[src/rx_status_defs.svh]
// Purpose: offsets, bit positions, reset values and limits of the
//          receive error, fifo status and collision register group
// Assumes: 6-bit register addresses on the serial register port
// Notes:   definitions only
`ifndef RX_STATUS_DEFS_SVH
`define RX_STATUS_DEFS_SVH

`define ADDR_ERR_WAKE 6'h19
`define ADDR_FIFO_FILL 6'h1a
`define ADDR_FIFO_STAT 6'h1b
`define ADDR_COLLISION 6'h1c

`define BIT_CRC 7
`define BIT_PARITY 6
`define BIT_SOFT_FRAME 5
`define BIT_HARD_FRAME 4
`define BIT_WAKE_TIMER 3
`define BIT_WAKE_AMP 2
`define BIT_WAKE_PHASE 1
`define BIT_WAKE_CAP 0

`define BIT_UNDERFLOW 6
`define BIT_OVERFLOW 5
`define BIT_INCOMPLETE 4
`define POS_LB_COUNT 1
`define BIT_NO_PARITY 0

`define POS_COL_BYTE 4
`define POS_COL_BIT 1
`define BIT_COL_PARITY 0

`define RESET_BYTE 8'h00
`define FIFO_EMPTY 7'h00
`define FIFO_MAX_FILL 7'h60

`endif

[src/rx_status_pkg.sv]
// Purpose: shared types of the receive status register group
// Assumes: nothing beyond the defs header
// Notes:   types only, constants live in rx_status_defs.svh
package rx_status_pkg;
    typedef logic [7:0] reg_byte_t;
    typedef logic [5:0] reg_addr_t;
    typedef logic [6:0] fifo_fill_t;
    typedef logic [2:0] bit_count_t;
    typedef logic [3:0] byte_count_t;
endpackage : rx_status_pkg

[src/collision_tracker.sv]
// Purpose: holds the collision position of the current receive frame
// Assumes: collision info is valid in the cycle of the collision pulse
// Notes:   only the first collision of a frame can raise a parity error
`timescale 1ns/1ns
`default_nettype none
`include "rx_status_defs.svh"

module collision_tracker (
    input wire logic clock,
    input wire logic nrst,
    input wire logic set_default,
    input wire logic rx_start,
    input wire logic collision,
    input wire logic collision_in_anticoll,
    input wire rx_status_pkg::byte_count_t collision_byte,
    input wire rx_status_pkg::bit_count_t collision_bit,
    input wire logic collision_on_parity,
    output rx_status_pkg::reg_byte_t collision_position,
    output logic parity_collision_error
);
    logic seen_collision;
    wire take = collision && collision_in_anticoll;
    wire rx_status_pkg::reg_byte_t next_collision_position =
        {collision_byte, collision_bit, collision_on_parity};

    always_ff @(posedge clock or negedge nrst) begin
        if (!nrst) begin
            collision_position <= `RESET_BYTE;
            seen_collision <= 1'b0;
            parity_collision_error <= 1'b0;
        end else if (set_default) begin
            collision_position <= `RESET_BYTE;
            seen_collision <= 1'b0;
            parity_collision_error <= 1'b0;
        end else begin
            // longer frames leave the last anticollision result in place
            if (take) begin
                collision_position <= next_collision_position;
            end
            parity_collision_error <= collision && collision_on_parity
                && !seen_collision;
            if (rx_start) begin
                seen_collision <= 1'b0;
            end else if (collision) begin
                seen_collision <= 1'b1;
            end
        end
    end
endmodule : collision_tracker
`default_nettype wire

[src/rx_error_fifo_status_regs.sv]
// Purpose: error and wake-up flags, fifo status and collision display
//          registers, read by the host over the serial register port
// Assumes: all event inputs are one-cycle pulses synchronous to clock
// Notes:   reads answer one cycle after the strobe
//
// Notes on behaviour
// - intact-data framing error sets bit 5
// - corrupting framing error sets bit 4
// - wake timer timeout sets bit 3 if enabled
// - amplitude delta exceeded sets bit 2
// - phase delta exceeded sets bit 1
// - capacitance delta exceeded sets bit 0
// - power-up and set-default zero all registers
// - main register read clears error flags
// - pending flags show as main bit 0
// - seven-bit unread fifo byte count, 0 to 96
// - underflow sets bit 6, overflow bit 5
// - incomplete last byte: flag and bit count
// - missing last parity flagged, counts as framing error
// - empty fifo zeroes count, incomplete flag and bit count
// - reading fifo status two clears last-byte fields
// - collision reports full bytes before it
// - collision reports bits before it in byte
// - position kept only inside anticollision frame length
// - parity-bit collision flagged, error on first only
`timescale 1ns/1ns
`default_nettype none
`include "rx_status_defs.svh"

module rx_error_fifo_status_regs (
    input wire logic clock,
    input wire logic nrst,
    input wire logic set_default,
    input wire logic rd_strobe,
    input wire rx_status_pkg::reg_addr_t rd_addr,
    output rx_status_pkg::reg_byte_t rd_data,
    output logic rd_valid,
    input wire logic main_irq_read,
    output logic err_pending,
    input wire logic crc_error,
    input wire logic parity_error,
    input wire logic soft_framing_error,
    input wire logic hard_framing_error,
    input wire logic wake_timer_timeout,
    input wire logic wake_timer_irq_every,
    input wire logic amp_wake,
    input wire logic phase_wake,
    input wire logic cap_wake,
    input wire logic rx_start,
    input wire rx_status_pkg::fifo_fill_t fifo_level,
    input wire logic fifo_underflow,
    input wire logic fifo_overflow,
    input wire logic last_byte_done,
    input wire logic last_byte_partial,
    input wire rx_status_pkg::bit_count_t last_byte_bits,
    input wire logic last_byte_no_parity,
    input wire logic collision,
    input wire logic collision_in_anticoll,
    input wire rx_status_pkg::byte_count_t collision_byte,
    input wire rx_status_pkg::bit_count_t collision_bit,
    input wire logic collision_on_parity
);
    rx_status_pkg::reg_byte_t error_wakeup_irq_flags;
    rx_status_pkg::fifo_fill_t fifo_count;
    logic underflow_flag;
    logic overflow_flag;
    logic incomplete_flag;
    rx_status_pkg::bit_count_t last_byte_bit_count;
    logic missing_parity_flag;
    rx_status_pkg::reg_byte_t collision_position;
    logic parity_collision_error;

    // ---------------- collision display ----------------
    collision_tracker tracker (
        .clock(clock),
        .nrst(nrst),
        .set_default(set_default),
        .rx_start(rx_start),
        .collision(collision),
        .collision_in_anticoll(collision_in_anticoll),
        .collision_byte(collision_byte),
        .collision_bit(collision_bit),
        .collision_on_parity(collision_on_parity),
        .collision_position(collision_position),
        .parity_collision_error(parity_collision_error)
    );

    // ---------------- error and wake-up flags ----------------
    wire soft_framing_flag_set = soft_framing_error
        || (last_byte_done && last_byte_no_parity);
    wire wake_timer_flag_set = wake_timer_timeout
        && wake_timer_irq_every;
    wire rx_status_pkg::reg_byte_t flag_set = {
        crc_error,
        parity_error || parity_collision_error,
        soft_framing_flag_set,
        hard_framing_error,
        wake_timer_flag_set,
        amp_wake,
        phase_wake,
        cap_wake
    };
    wire any_flag_set = |flag_set;

    wire rd_err_reg = rd_strobe && rd_addr == `ADDR_ERR_WAKE;
    wire rd_fifo_fill = rd_strobe && rd_addr == `ADDR_FIFO_FILL;
    wire rd_fifo_stat = rd_strobe && rd_addr == `ADDR_FIFO_STAT;
    wire rd_collision = rd_strobe && rd_addr == `ADDR_COLLISION;

    // a set in the clearing cycle survives, so no event is lost
    genvar i;
    generate
        for (i = 0; i < 8; i = i + 1) begin : g_flag
            always_ff @(posedge clock or negedge nrst) begin
                if (!nrst) begin
                    error_wakeup_irq_flags[i] <= 1'b0;
                end else if (set_default) begin
                    error_wakeup_irq_flags[i] <= 1'b0;
                end else if (flag_set[i]) begin
                    error_wakeup_irq_flags[i] <= 1'b1;
                end else if (main_irq_read) begin
                    error_wakeup_irq_flags[i] <= 1'b0;
                end
            end
        end
    endgenerate

    // main bit 0 stays up until software has looked at the details
    always_ff @(posedge clock or negedge nrst) begin
        if (!nrst) begin
            err_pending <= 1'b0;
        end else if (set_default) begin
            err_pending <= 1'b0;
        end else if (any_flag_set) begin
            err_pending <= 1'b1;
        end else if (rd_err_reg) begin
            err_pending <= 1'b0;
        end
    end

    // ---------------- fifo status ----------------
    wire fifo_empty = fifo_level == `FIFO_EMPTY;
    // levels above the fifo size cannot occur, clamp for safety
    wire rx_status_pkg::fifo_fill_t next_fifo_count =
        (fifo_level > `FIFO_MAX_FILL) ? `FIFO_MAX_FILL : fifo_level;

    always_ff @(posedge clock or negedge nrst) begin
        if (!nrst) begin
            fifo_count <= `FIFO_EMPTY;
        end else if (set_default) begin
            fifo_count <= `FIFO_EMPTY;
        end else begin
            fifo_count <= next_fifo_count;
        end
    end

    // overflow and underflow stay until a new reception starts
    always_ff @(posedge clock or negedge nrst) begin
        if (!nrst) begin
            underflow_flag <= 1'b0;
            overflow_flag <= 1'b0;
        end else if (set_default) begin
            underflow_flag <= 1'b0;
            overflow_flag <= 1'b0;
        end else begin
            underflow_flag <= fifo_underflow
                || (underflow_flag && !rx_start);
            overflow_flag <= fifo_overflow
                || (overflow_flag && !rx_start);
        end
    end

    // empty wins over a new last byte; a new last byte wins over read
    always_ff @(posedge clock or negedge nrst) begin
        if (!nrst) begin
            incomplete_flag <= 1'b0;
            last_byte_bit_count <= 3'h0;
        end else if (set_default || fifo_empty) begin
            incomplete_flag <= 1'b0;
            last_byte_bit_count <= 3'h0;
        end else if (last_byte_done) begin
            incomplete_flag <= last_byte_partial;
            last_byte_bit_count <= last_byte_partial ? last_byte_bits
                : 3'h0;
        end else if (rd_fifo_stat) begin
            incomplete_flag <= 1'b0;
            last_byte_bit_count <= 3'h0;
        end
    end

    always_ff @(posedge clock or negedge nrst) begin
        if (!nrst) begin
            missing_parity_flag <= 1'b0;
        end else if (set_default) begin
            missing_parity_flag <= 1'b0;
        end else if (last_byte_done) begin
            missing_parity_flag <= last_byte_no_parity;
        end else if (rd_fifo_stat) begin
            missing_parity_flag <= 1'b0;
        end
    end

    // ---------------- register read port ----------------
    // the host keeps the status two value: reading it clears fields
    wire rx_status_pkg::reg_byte_t fifo_stat_value = {1'b0,
        underflow_flag, overflow_flag, incomplete_flag,
        last_byte_bit_count, missing_parity_flag};
    wire rx_status_pkg::reg_byte_t read_value =
        rd_err_reg ? error_wakeup_irq_flags
        : rd_fifo_fill ? {1'b0, fifo_count}
        : rd_fifo_stat ? fifo_stat_value
        : rd_collision ? collision_position
        : `RESET_BYTE;

    always_ff @(posedge clock or negedge nrst) begin
        if (!nrst) begin
            rd_data <= `RESET_BYTE;
            rd_valid <= 1'b0;
        end else begin
            rd_data <= rd_strobe ? read_value : `RESET_BYTE;
            rd_valid <= rd_strobe;
        end
    end
endmodule : rx_error_fifo_status_regs
`default_nettype wire

[config.mk]
export PLATFORM = sky130hd
export DESIGN_NAME = rx_error_fifo_status_regs
export DESIGN_NICKNAME = d
export VERILOG_FILES = /design/src/rx_status_pkg.sv /design/src/collision_tracker.sv /design/src/rx_error_fifo_status_regs.sv
export VERILOG_INCLUDE_DIRS = /design/src
export SDC_FILE = /design/constraint.sdc
export NUM_CORES = 1
export LEC_CHECK = 0
export BUFFER_PORTS_ARGS = -buffer_cell sky130_fd_sc_hd__buf_2
export CAP_MARGIN = 30
export CORE_UTILIZATION = 46
export CTS_BUF_LIST = sky130_fd_sc_hd__clkbuf_8 sky130_fd_sc_hd__clkbuf_16
export CTS_CLUSTER_SIZE = 40
export DETAILED_ROUTE_END_ITERATION = 6
export GPL_ROUTABILITY_DRIVEN = 0
export HOLD_SLACK_MARGIN = 0.12
export PLACE_DENSITY = 0.74
export SETUP_SLACK_MARGIN = 0.02
export SYNTH_ARGS = -nofsm -noshare
export SYNTH_HDL_FRONTEND = slang
export SYNTH_SLANG_ARGS = --single-unit
[constraint.sdc]
create_clock -name clock -period 0.85 [get_ports clock]
set_input_delay 0.17 -clock clock [delete_from_list [all_inputs] [get_ports clock]]
set_output_delay 0.17 -clock clock [all_outputs]
set_load 0.02 [all_outputs]
==> results.yml, run 1 <==
setup_path:
  r2r_end: "rd_data[6]$_DFF_PN0_"
  crit_arrival_ns: 1.20
  worstPathMaxFanout: 4
  r2r_cells: 3
  crit_type: "in -> reg"
  cp-start-kind: "input pin"
  endpoint_kind: "flip-flop"
  crit_required_ns: 1.01
  r2r_start: "fifo_count[6]$_DFF_PN0_"
  regToRegSetupSlack_ns: -0.07
synthesis:
  async_flop_share_pct: 100
  synth-seq-cells: 42
  yosysWarnings: 0
  synth_nets: 240
  synth_edf_count: 0
  synth_cells: 194
  ys_seq_area_share_pct: 54.4
  synth_area_um2: 1930
  syn_area_per_cell_um2: 9.96
  ys_types: 29
  synth_ff_type: "dfrtp_1"
power:
  p_leak_nw: 1.22
  total_power_mw: 4.04
  powerDensity_nw_per_um2: 1510
  ir_worst_vdd_mv: 0.886
cts:
  path_clk_slew_ns: 0.08
  clk_latency_ns: 0.29
  h-tree-depth: 2
  cts_tree: "yes"
  cts_sinks: 42
  cts_buffer_depth: 2
  cts_root_buf: "clkbuf_8"
  numCtsBuffers: 5
die:
  rows: 23
  fp.dieH_um: 66.8
  die_area_um2: 4460
  initial_core_util_pct: 48.0
  coreArea_um2: 4030
  die_width_um: 66.8
  ioPinCount: 56
layout:
  seq_area_um2: 1050
  nFillCells: 332
  drive_gt1_share_pct: 36.5
  area_growth_syn_to_layout_pct: 38.7
  stdcell_area_um2: 2680
  multi_input_area_um2: 860
  layout_commonest_cell: "buf_2"
  antenna_cells: 0
  final_cell_mix: "buf_2, dfrtp_1, a21oi_1"
  final_nets: 316
global_routing:
  grt_pass1_vias: 1613
  grt_max_degree: 43
  antenna_found_initial: 0
  track_usage_pct: 21.8
  grt_pass1_wl_um: 7220
  grt.overflow.total: 0
sta:
  max_freq_mhz: 969
  timing.final.ws_setup_ns: -0.182
  worstMarginPinSlew_ns: 0.354
  timing.setup.tns_ns: -2.65
  final.period_utilization_pct: 121
  period_needed_ns: 1.03
  hold_viol: 0
  drv_slew: 0
  skew_ns: 0.00473
  rsz0062_at_grt: "yes"
  slew_headroom_pct: 76.3
  setup_viol: 22
status:
  outcome: "finished, violations left"
  violations: "setup timing"
hold_path:
  hp-class: "in -> reg"
  min_to: "tracker.collision_position[5]$_DFFE_PN0P_"
  hold_start: "collision_byte[1]"
  min_path_cells: 3
job:
  maxCapViolations: 0
route:
  drtAntennaViolNets: 0
  avgRoutedWirePerCell_um: 14.1
  vias: 1694
  drt_pass1_iterations: 4
  routed_wl_um: 4520
  drc_errors: 0
  vias_per_cell: 5.28
  drtIter0Drc: 99
placed_design:
  hpwlAfterDp_um: 3300
  io_buffer_count: 55
  dpl_cell_area_um2: 2390
synth_stat cells (3+ instances only):
cell | n | area share (%)
nor2_1 | 9 | 1.7
a21oi_1 | 37 | 9.6
inv_1 | 3 | 0.58
nor2b_1 | 7 | 2.3
nor3b_1 | 5 | 1.9
nand3_1 | 11 | 2.8
dfrtp_1 | 42 | 54
o221a_1 | 7 | 4.1
nand2_1 | 21 | 4.1
o21ai_0 | 5 | 1.3
nand3b_1 | 17 | 6.6
clkbuf_1 | 10 | 1.9
critical path: stages:
cell	delay [ns]
buf_6	0.09
or4_4	0.54
o41ai_4	0.32
a21oi_1	0.08
worst max-delay path by stage:
stage                              from                                  to  slack (ns)  cells past startpoint
after detailed placement  fifo_level[1]  last_byte_bit_count[0]$_DFFE_PN0P_       -0.53                      4
after CTS                 fifo_level[1]  last_byte_bit_count[0]$_DFFE_PN0P_       -0.20                      4
after global routing      fifo_level[1]  last_byte_bit_count[2]$_DFFE_PN0P_       -0.25                      4
final                     fifo_level[1]  last_byte_bit_count[0]$_DFFE_PN0P_       -0.18                      4
after floorplan              rd_addr[2]                rd_data[0]$_DFF_PN0_       -0.50                      6
after global placement       rd_addr[5]                rd_data[0]$_DFF_PN0_       -0.47                      4
logic make-up after synthesis:
family	count (synthesis)	share of synthesized area (%)
compound gates	54	17.4
simple gates	80	23.8
buf+inv	18	4.40
flops	42	54.4
flip-flops by register name (all words and copies together), names as in the netlist:
signal / count
rd_valid: 1
fifo_count: 7
incomplete_flag: 1
tracker.seen_collision: 1
rd_data: 8
err_pending: 1
missing_parity_flag: 1
last_byte_bit_count: 3
error_wakeup_irq_flags: 8
tracker.parity_collision_error: 1
overflow_flag: 1
underflow_flag: 1
tracker.collision_position: 8
layout make-up:
type,instances,area share [%]
Clock inverter,2,0.467
Multi-Input combinational cell,134,32.1
Timing Repair Buffer,84,22.4
Sequential cell,42,39.2
Inverter,3,0.420
Tap cell,50,2.34
Clock buffer,6,3.08
timing repair:
item	4_1_cts	5_1_grt
hold buffers	6	0
cloned	0	0
setup buffers	1	0
hold endpoints to repair	47	0
resized for setup	26	7
pin swaps	2	3
setup endpoints to repair	23	28
stage by stage:
stage | hold slack (ns) | instances | worst slack, ns | utilization, %
floorplan | -0.126 | 194 | -0.500 | -
global placement | 0.159 | 306 | -0.468 | 59.3
detailed placement | 0.158 | 306 | -0.527 | 59.3
CTS | 0.123 | 321 | -0.198 | 65.7
global route | 0.135 | 321 | -0.251 | 66.5
finish | 0.130 | 321 | -0.182 | 66.5
layer usage:
| metal | GRT usage [%] | routed length [µm] | vias up |
|---|---|---|---|
| li1 | - | - | 841 |
| met1 | 29.8 | 2080 | 800 |
| met2 | 35.6 | 2220 | 49 |
| met3 | 4.62 | 177 | 4 |
| met4 | 4.79 | 32 | 0 |
| met5 | 0 | 0 | - |
power by group:
part	leakage, nW	internal (mW)	switching, mW
clock network	0.0472	0.652	0.660
logic	0.612	0.297	0.302
registers	0.557	2.08	0.0474
total	1.22	3.03	1.01
No activity file was read; power rests on OpenSTA's default activity.
==> run 2, diff against run 1 <==
Settings changed: CORE_MARGIN from default to 1, PLACE_DENSITY 0.74 to default, PLACE_DENSITY_LB_ADDON from default to 0.3, SETUP_SLACK_MARGIN 0.02 to default.
==> run 2 against run 1 <==
Effect of this change:
- the flow still finishes with violations (setup timing)
- register-to-register slack improved by 0.02 ns
- non-clock buffer count rose by 4
- setup slack got worse by 0.00053 ns
- routed wire length up 3.5%
- die area is the same
- sequential share of layout area decreased by 0.81 points
- sequential power hardly changed
- clock power rose by 17%
- flip-flop and latch count did not move
- cell area up 2.1%
- critical path type unchanged
- critical endpoint is now last_byte_bit_count[1]$_DFFE_PN0P_
==> results.yml, run 2 (same netlist as run 1, synthesis figures left out) <==
status:
  outcome: "finished, violations left"
  violations: "setup timing"
power:
  p_leak_nw: 1.25
  ir_worst_vdd_mv: 0.852
  switching_power_mw: 1.03
  total_power_mw: 4.28
  pwr-share-comb_pct: 14.5
  p_int_mw: 3.25
  p_sw_share_pct: 24.0
  seqPwrFrac_pct: 49.8
  p_clk_share_pct: 35.8
  powerDensity_nw_per_um2: 1560
hold_path:
  hold_start: "fifo_level[2]"
  hp-class: "in -> reg"
  min_path_cells: 2
  min_to: "fifo_count[2]$_DFF_PN0_"
cts:
  cts_sinks: 42
  clk_latency_ns: 0.30
  numCtsBuffers: 5
  cts_buffer_depth: 2
  h-tree-depth: 2
  path_clk_slew_ns: 0.07
  cts_root_buf: "clkbuf_8"
  cts_tree: "yes"
route:
  vias_per_cell: 5.30
  drt_pass1_iterations: 4
  drtIter0Drc: 88
  avgRoutedWirePerCell_um: 14.4
  vias: 1723
  drc_errors: 0
  drtAntennaViolNets: 0
  routed_wl_um: 4680
layout:
  area_growth_syn_to_layout_pct: 41.6
  reg_top3: "error_wakeup_irq_flags x8, rd_data x8, tracker.collision_position x8"
  final_nets: 320
  finalCoreUtilization_pct: 67.9
  antenna_cells: 0
  drive_gt1_share_pct: 34.5
  final_cell_mix: "dfrtp_1, buf_2, a21oi_1"
sta:
  setup_viol: 22
  timing.final.ws_setup_ns: -0.182
  max_freq_mhz: 969
  final.period_utilization_pct: 121
  worstMarginPinSlew_ns: 0.425
  timing.setup.tns_ns: -2.43
  slew_headroom_pct: 71.3
  period_needed_ns: 1.03
  rsz0062_at_grt: "yes"
  drv_slew: 0
  skew_ns: 0.00574
  hold_viol: 0
setup_path:
  regToRegSetupSlack_ns: -0.05
  crit_family: "simple AND/OR/NAND/NOR gates"
  r2r_start: "fifo_count[6]$_DFF_PN0_"
  cp-start-kind: "input pin"
  r2r_cells: 3
  crit_type: "in -> reg"
  path_cells: "buf_6 > or4_4 > o41ai_4 > a21oi_1"
  crit_required_ns: 1.02
  endpoint_kind: "flip-flop"
  crit_cells: 4
  r2r_end: "rd_data[6]$_DFF_PN0_"
  crit_arrival_ns: 1.20
  path_buf_inv: 1
  cp_slowest_cell: "or4_4"
  slowest_delay_ns: 0.54
  worstPathMaxFanout: 4
placed_design:
  io_buffer_count: 55
  hpwlAfterDp_um: 3290
die:
  ioPinCount: 56
  rows: 23
  initial_core_util_pct: 48.0
  fp.dieH_um: 66.8
  die_width_um: 66.8
  die_area_um2: 4460
  coreArea_um2: 4030
job:
  maxCapViolations: 0
global_routing:
  grt_pass1_wl_um: 7570
  track_usage_pct: 23.7
  antenna_found_initial: 0
  grt.overflow.total: 0
  grt_pass1_vias: 1627
  grt_max_degree: 43
run 2: power groups by stage:
stage	clock network (mW)	registers, mW	logic [mW]
after floorplan	0	2.16	0.253
after global placement	0	2.16	0.526
after detailed placement	0	2.17	0.536
after CTS	1.56	2.13	0.603
after global routing	1.63	2.14	0.683
final	1.53	2.13	0.619
run 2: per-layer routing:
layer / wire [µm] / vias to the layer above / GRT usage, %
met2: 2390 / 48 / 38.9
met1: 2030 / 818 / 30.9
met5: 0 / - / 0
met3: 194 / 7 / 4.62
met4: 66 / 0 / 8.78
li1: - / 850 / -
run 2: repair_timing:
item	in CTS	in global routing
hold buffers	10	0
resized for setup	28	6
setup buffers	1	1
endpoints found under the setup margin	23	26
pin swaps	3	3
cloned	0	0
endpoints found under the hold margin	52	0
run 2: worst max-delay path by stage:
stage                       start                            endpoint  slack [ns]
floorplan              rd_addr[2]                rd_data[0]$_DFF_PN0_       -0.50
global placement    fifo_level[1]  last_byte_bit_count[2]$_DFFE_PN0P_       -0.46
detailed placement  fifo_level[1]  last_byte_bit_count[1]$_DFFE_PN0P_       -0.52
CTS                 fifo_level[1]  last_byte_bit_count[1]$_DFFE_PN0P_       -0.19
global route        fifo_level[1]  last_byte_bit_count[1]$_DFFE_PN0P_       -0.21
finish              fifo_level[1]  last_byte_bit_count[1]$_DFFE_PN0P_       -0.18
run 2: layout make-up:
| cell class | count | area, µm² |
|---|---|---|
| fillers | 328 | 1290 |
| multi-input cells | 134 | 858 |
| inverters | 3 | 11.3 |
| clock inverters | 3 | 37.5 |
| well taps | 50 | 62.6 |
| repair buffers | 88 | 646 |
| flip-flops and latches | 42 | 1050 |
| clock buffers | 5 | 68.8 |
run 2: worst register-to-register path: stages (launching register included):
cell and delay (ns):
dfrtp_1 0.37, nand3b_1 0.10, a21oi_2 0.07, o221a_1 0.25
run 2: stage by stage:
stage               std cells  area (µm²)  hold WS, ns  worst slack [ns]
finish                    325        2740        0.120            -0.182
global route              325        2740        0.125            -0.210
CTS                       324        2700        0.118            -0.186
detailed placement        305        2380        0.158            -0.519
global placement          305        2380        0.157            -0.459
floorplan                 194        1970       -0.126            -0.500
==> run 3, diff against run 2 <==
Settings changed: SKIP_CTS_REPAIR_TIMING from default to 1.
==> run 3 against run 2 <==
Effect of this change:
- maximum frequency up 0.48%
- the flow still finishes with violations (setup timing)
- hold slack worse by 0.0032 ns
- clock power about the same
- setup slack better by 0.0049 ns
- die area unchanged
- sequential share of layout area up 0.37 points
- via count up 0.93%
- flip-flop and latch count unchanged
- cell count down 0.92%
- combinational power down 1%
- first-iteration DRC count down 4.5%
==> results.yml, run 3 (same netlist as run 1, synthesis figures left out) <==
layout:
  finalCoreUtilization_pct: 67.2
  final_cell_mix: "dfrtp_1, buf_2, a21oi_1"
  drive_gt1_share_pct: 35.7
  reg_top3: "error_wakeup_irq_flags x8, rd_data x8, tracker.collision_position x8"
  final_nets: 317
  area_growth_syn_to_layout_pct: 40.2
  antenna_cells: 0
  stdcell_count: 322
  nFillCells: 325
setup_path:
  crit_arrival_ns: 1.19
  r2r_cells: 3
  cp-start-kind: "input pin"
  endpoint_kind: "flip-flop"
  crit_required_ns: 1.02
  r2r_end: "rd_data[6]$_DFF_PN0_"
  r2r_start: "tracker.collision_position[6]$_DFFE_PN0P_"
  crit_type: "in -> reg"
  worstPathMaxFanout: 4
  regToRegSetupSlack_ns: -0.07
global_routing:
  grt_pass1_vias: 1541
  antenna_found_initial: 0
  grt.overflow.total: 0
  track_usage_pct: 22.3
  grt_max_degree: 43
  grt_pass1_wl_um: 7110
power:
  p_sw_share_pct: 24.0
  switching_power_mw: 1.03
  ir_worst_vdd_mv: 0.845
  seqPwrFrac_pct: 49.9
  p_int_mw: 3.24
  pwr-share-comb_pct: 14.3
  p_leak_nw: 1.24
  powerDensity_nw_per_um2: 1580
  p_clk_share_pct: 35.7
job:
  maxCapViolations: 0
die:
  ioPinCount: 56
  initial_core_util_pct: 48.0
  die_area_um2: 4460
  fp.dieH_um: 66.8
  die_width_um: 66.8
  coreArea_um2: 4030
  rows: 23
cts:
  path_clk_slew_ns: 0.07
  clk_latency_ns: 0.30
  cts_root_buf: "clkbuf_8"
  cts_buffer_depth: 2
  cts_tree: "yes"
  numCtsBuffers: 5
  h-tree-depth: 2
  cts_sinks: 42
hold_path:
  min_to: "tracker.collision_position[5]$_DFFE_PN0P_"
  min_path_cells: 3
  hold_start: "collision_byte[1]"
  hp-class: "in -> reg"
status:
  violations: "setup timing"
  outcome: "finished, violations left"
sta:
  rsz0062_at_grt: "yes"
  timing.final.ws_setup_ns: -0.177
  period_needed_ns: 1.03
  drv_slew: 0
  max_freq_mhz: 973
  final.period_utilization_pct: 121
  setup_viol: 22
  skew_ns: 0.00542
  hold_ws_ns: 0.116
  slew_headroom_pct: 77.2
  hold_viol: 0
  worstMarginPinSlew_ns: 0.341
route:
  drtIter0Drc: 84
  vias: 1739
  avgRoutedWirePerCell_um: 14.7
  drtAntennaViolNets: 0
  vias_per_cell: 5.40
  routed_wl_um: 4730
  drt_pass1_iterations: 4
  drc_errors: 0
placed_design:
  preCtsSetupSlack_ns: -0.519
  hpwlAfterDp_um: 3290
  io_buffer_count: 55
  dp.cells: 305
==> run 3: critical path, stage by stage <==
cell and delay, ns:
buf_6 0.09, or4_4 0.53, o41ai_4 0.30, a21oi_1 0.09
==> run 3: final cells by class <==
cell class	instances	area, µm²	area share (%)
clock buffer	5	68.8	2.54
clock inverter	3	37.5	1.39
inverter	3	11.3	0.416
multi-input combinational	134	865	31.9
sequential	42	1050	38.8
tap	50	62.6	2.31
timing repair buffer	85	613	22.6
==> run 3: layer usage <==
| metal | up-vias | wire length, µm | GRT usage (%) |
|---|---|---|---|
| met5 | - | 0 | 0 |
| met4 | 0 | 87 | 9.31 |
| met3 | 11 | 197 | 4.62 |
| met2 | 55 | 2370 | 35.0 |
| met1 | 830 | 2070 | 29.9 |
| li1 | 843 | - | - |
==> run 3: metrics by stage <==
step / area, µm² / total power [mW] / setup TNS, ns
2_1_floorplan: 1970 / 2.41 / -4.99
3_3_place_gp: 2380 / 2.69 / -5.63
3_5_place_dp: 2380 / 2.70 / -5.97
4_1_cts: 2490 / 4.22 / -3.28
5_1_grt: 2710 / 4.44 / -2.97
6_report: 2710 / 4.27 / -2.34
==> run 3: power by group through the flow <==
| stage | Clock (mW) | Sequential [mW] | Combinational (mW) |
|---|---|---|---|
| after detailed placement | 0 | 2.17 | 0.536 |
| after CTS | 1.56 | 2.13 | 0.540 |
| after global routing | 1.63 | 2.14 | 0.674 |
| final | 1.53 | 2.13 | 0.612 |
| after floorplan | 0 | 2.16 | 0.253 |
| after global placement | 0 | 2.16 | 0.526 |
==> run 3: how the worst max path moves through the flow <==
stage                     cells after the start     startpoint  slack (ns)                                 end
final                                         4  fifo_level[1]       -0.18  last_byte_bit_count[1]$_DFFE_PN0P_
after global routing                          4  fifo_level[1]       -0.20  last_byte_bit_count[1]$_DFFE_PN0P_
after CTS                                     4  fifo_level[1]       -0.20  last_byte_bit_count[1]$_DFFE_PN0P_
after detailed placement                      4  fifo_level[1]       -0.52  last_byte_bit_count[1]$_DFFE_PN0P_
after global placement                        4  fifo_level[1]       -0.46  last_byte_bit_count[2]$_DFFE_PN0P_
after floorplan                               6     rd_addr[2]       -0.50                rd_data[0]$_DFF_PN0_
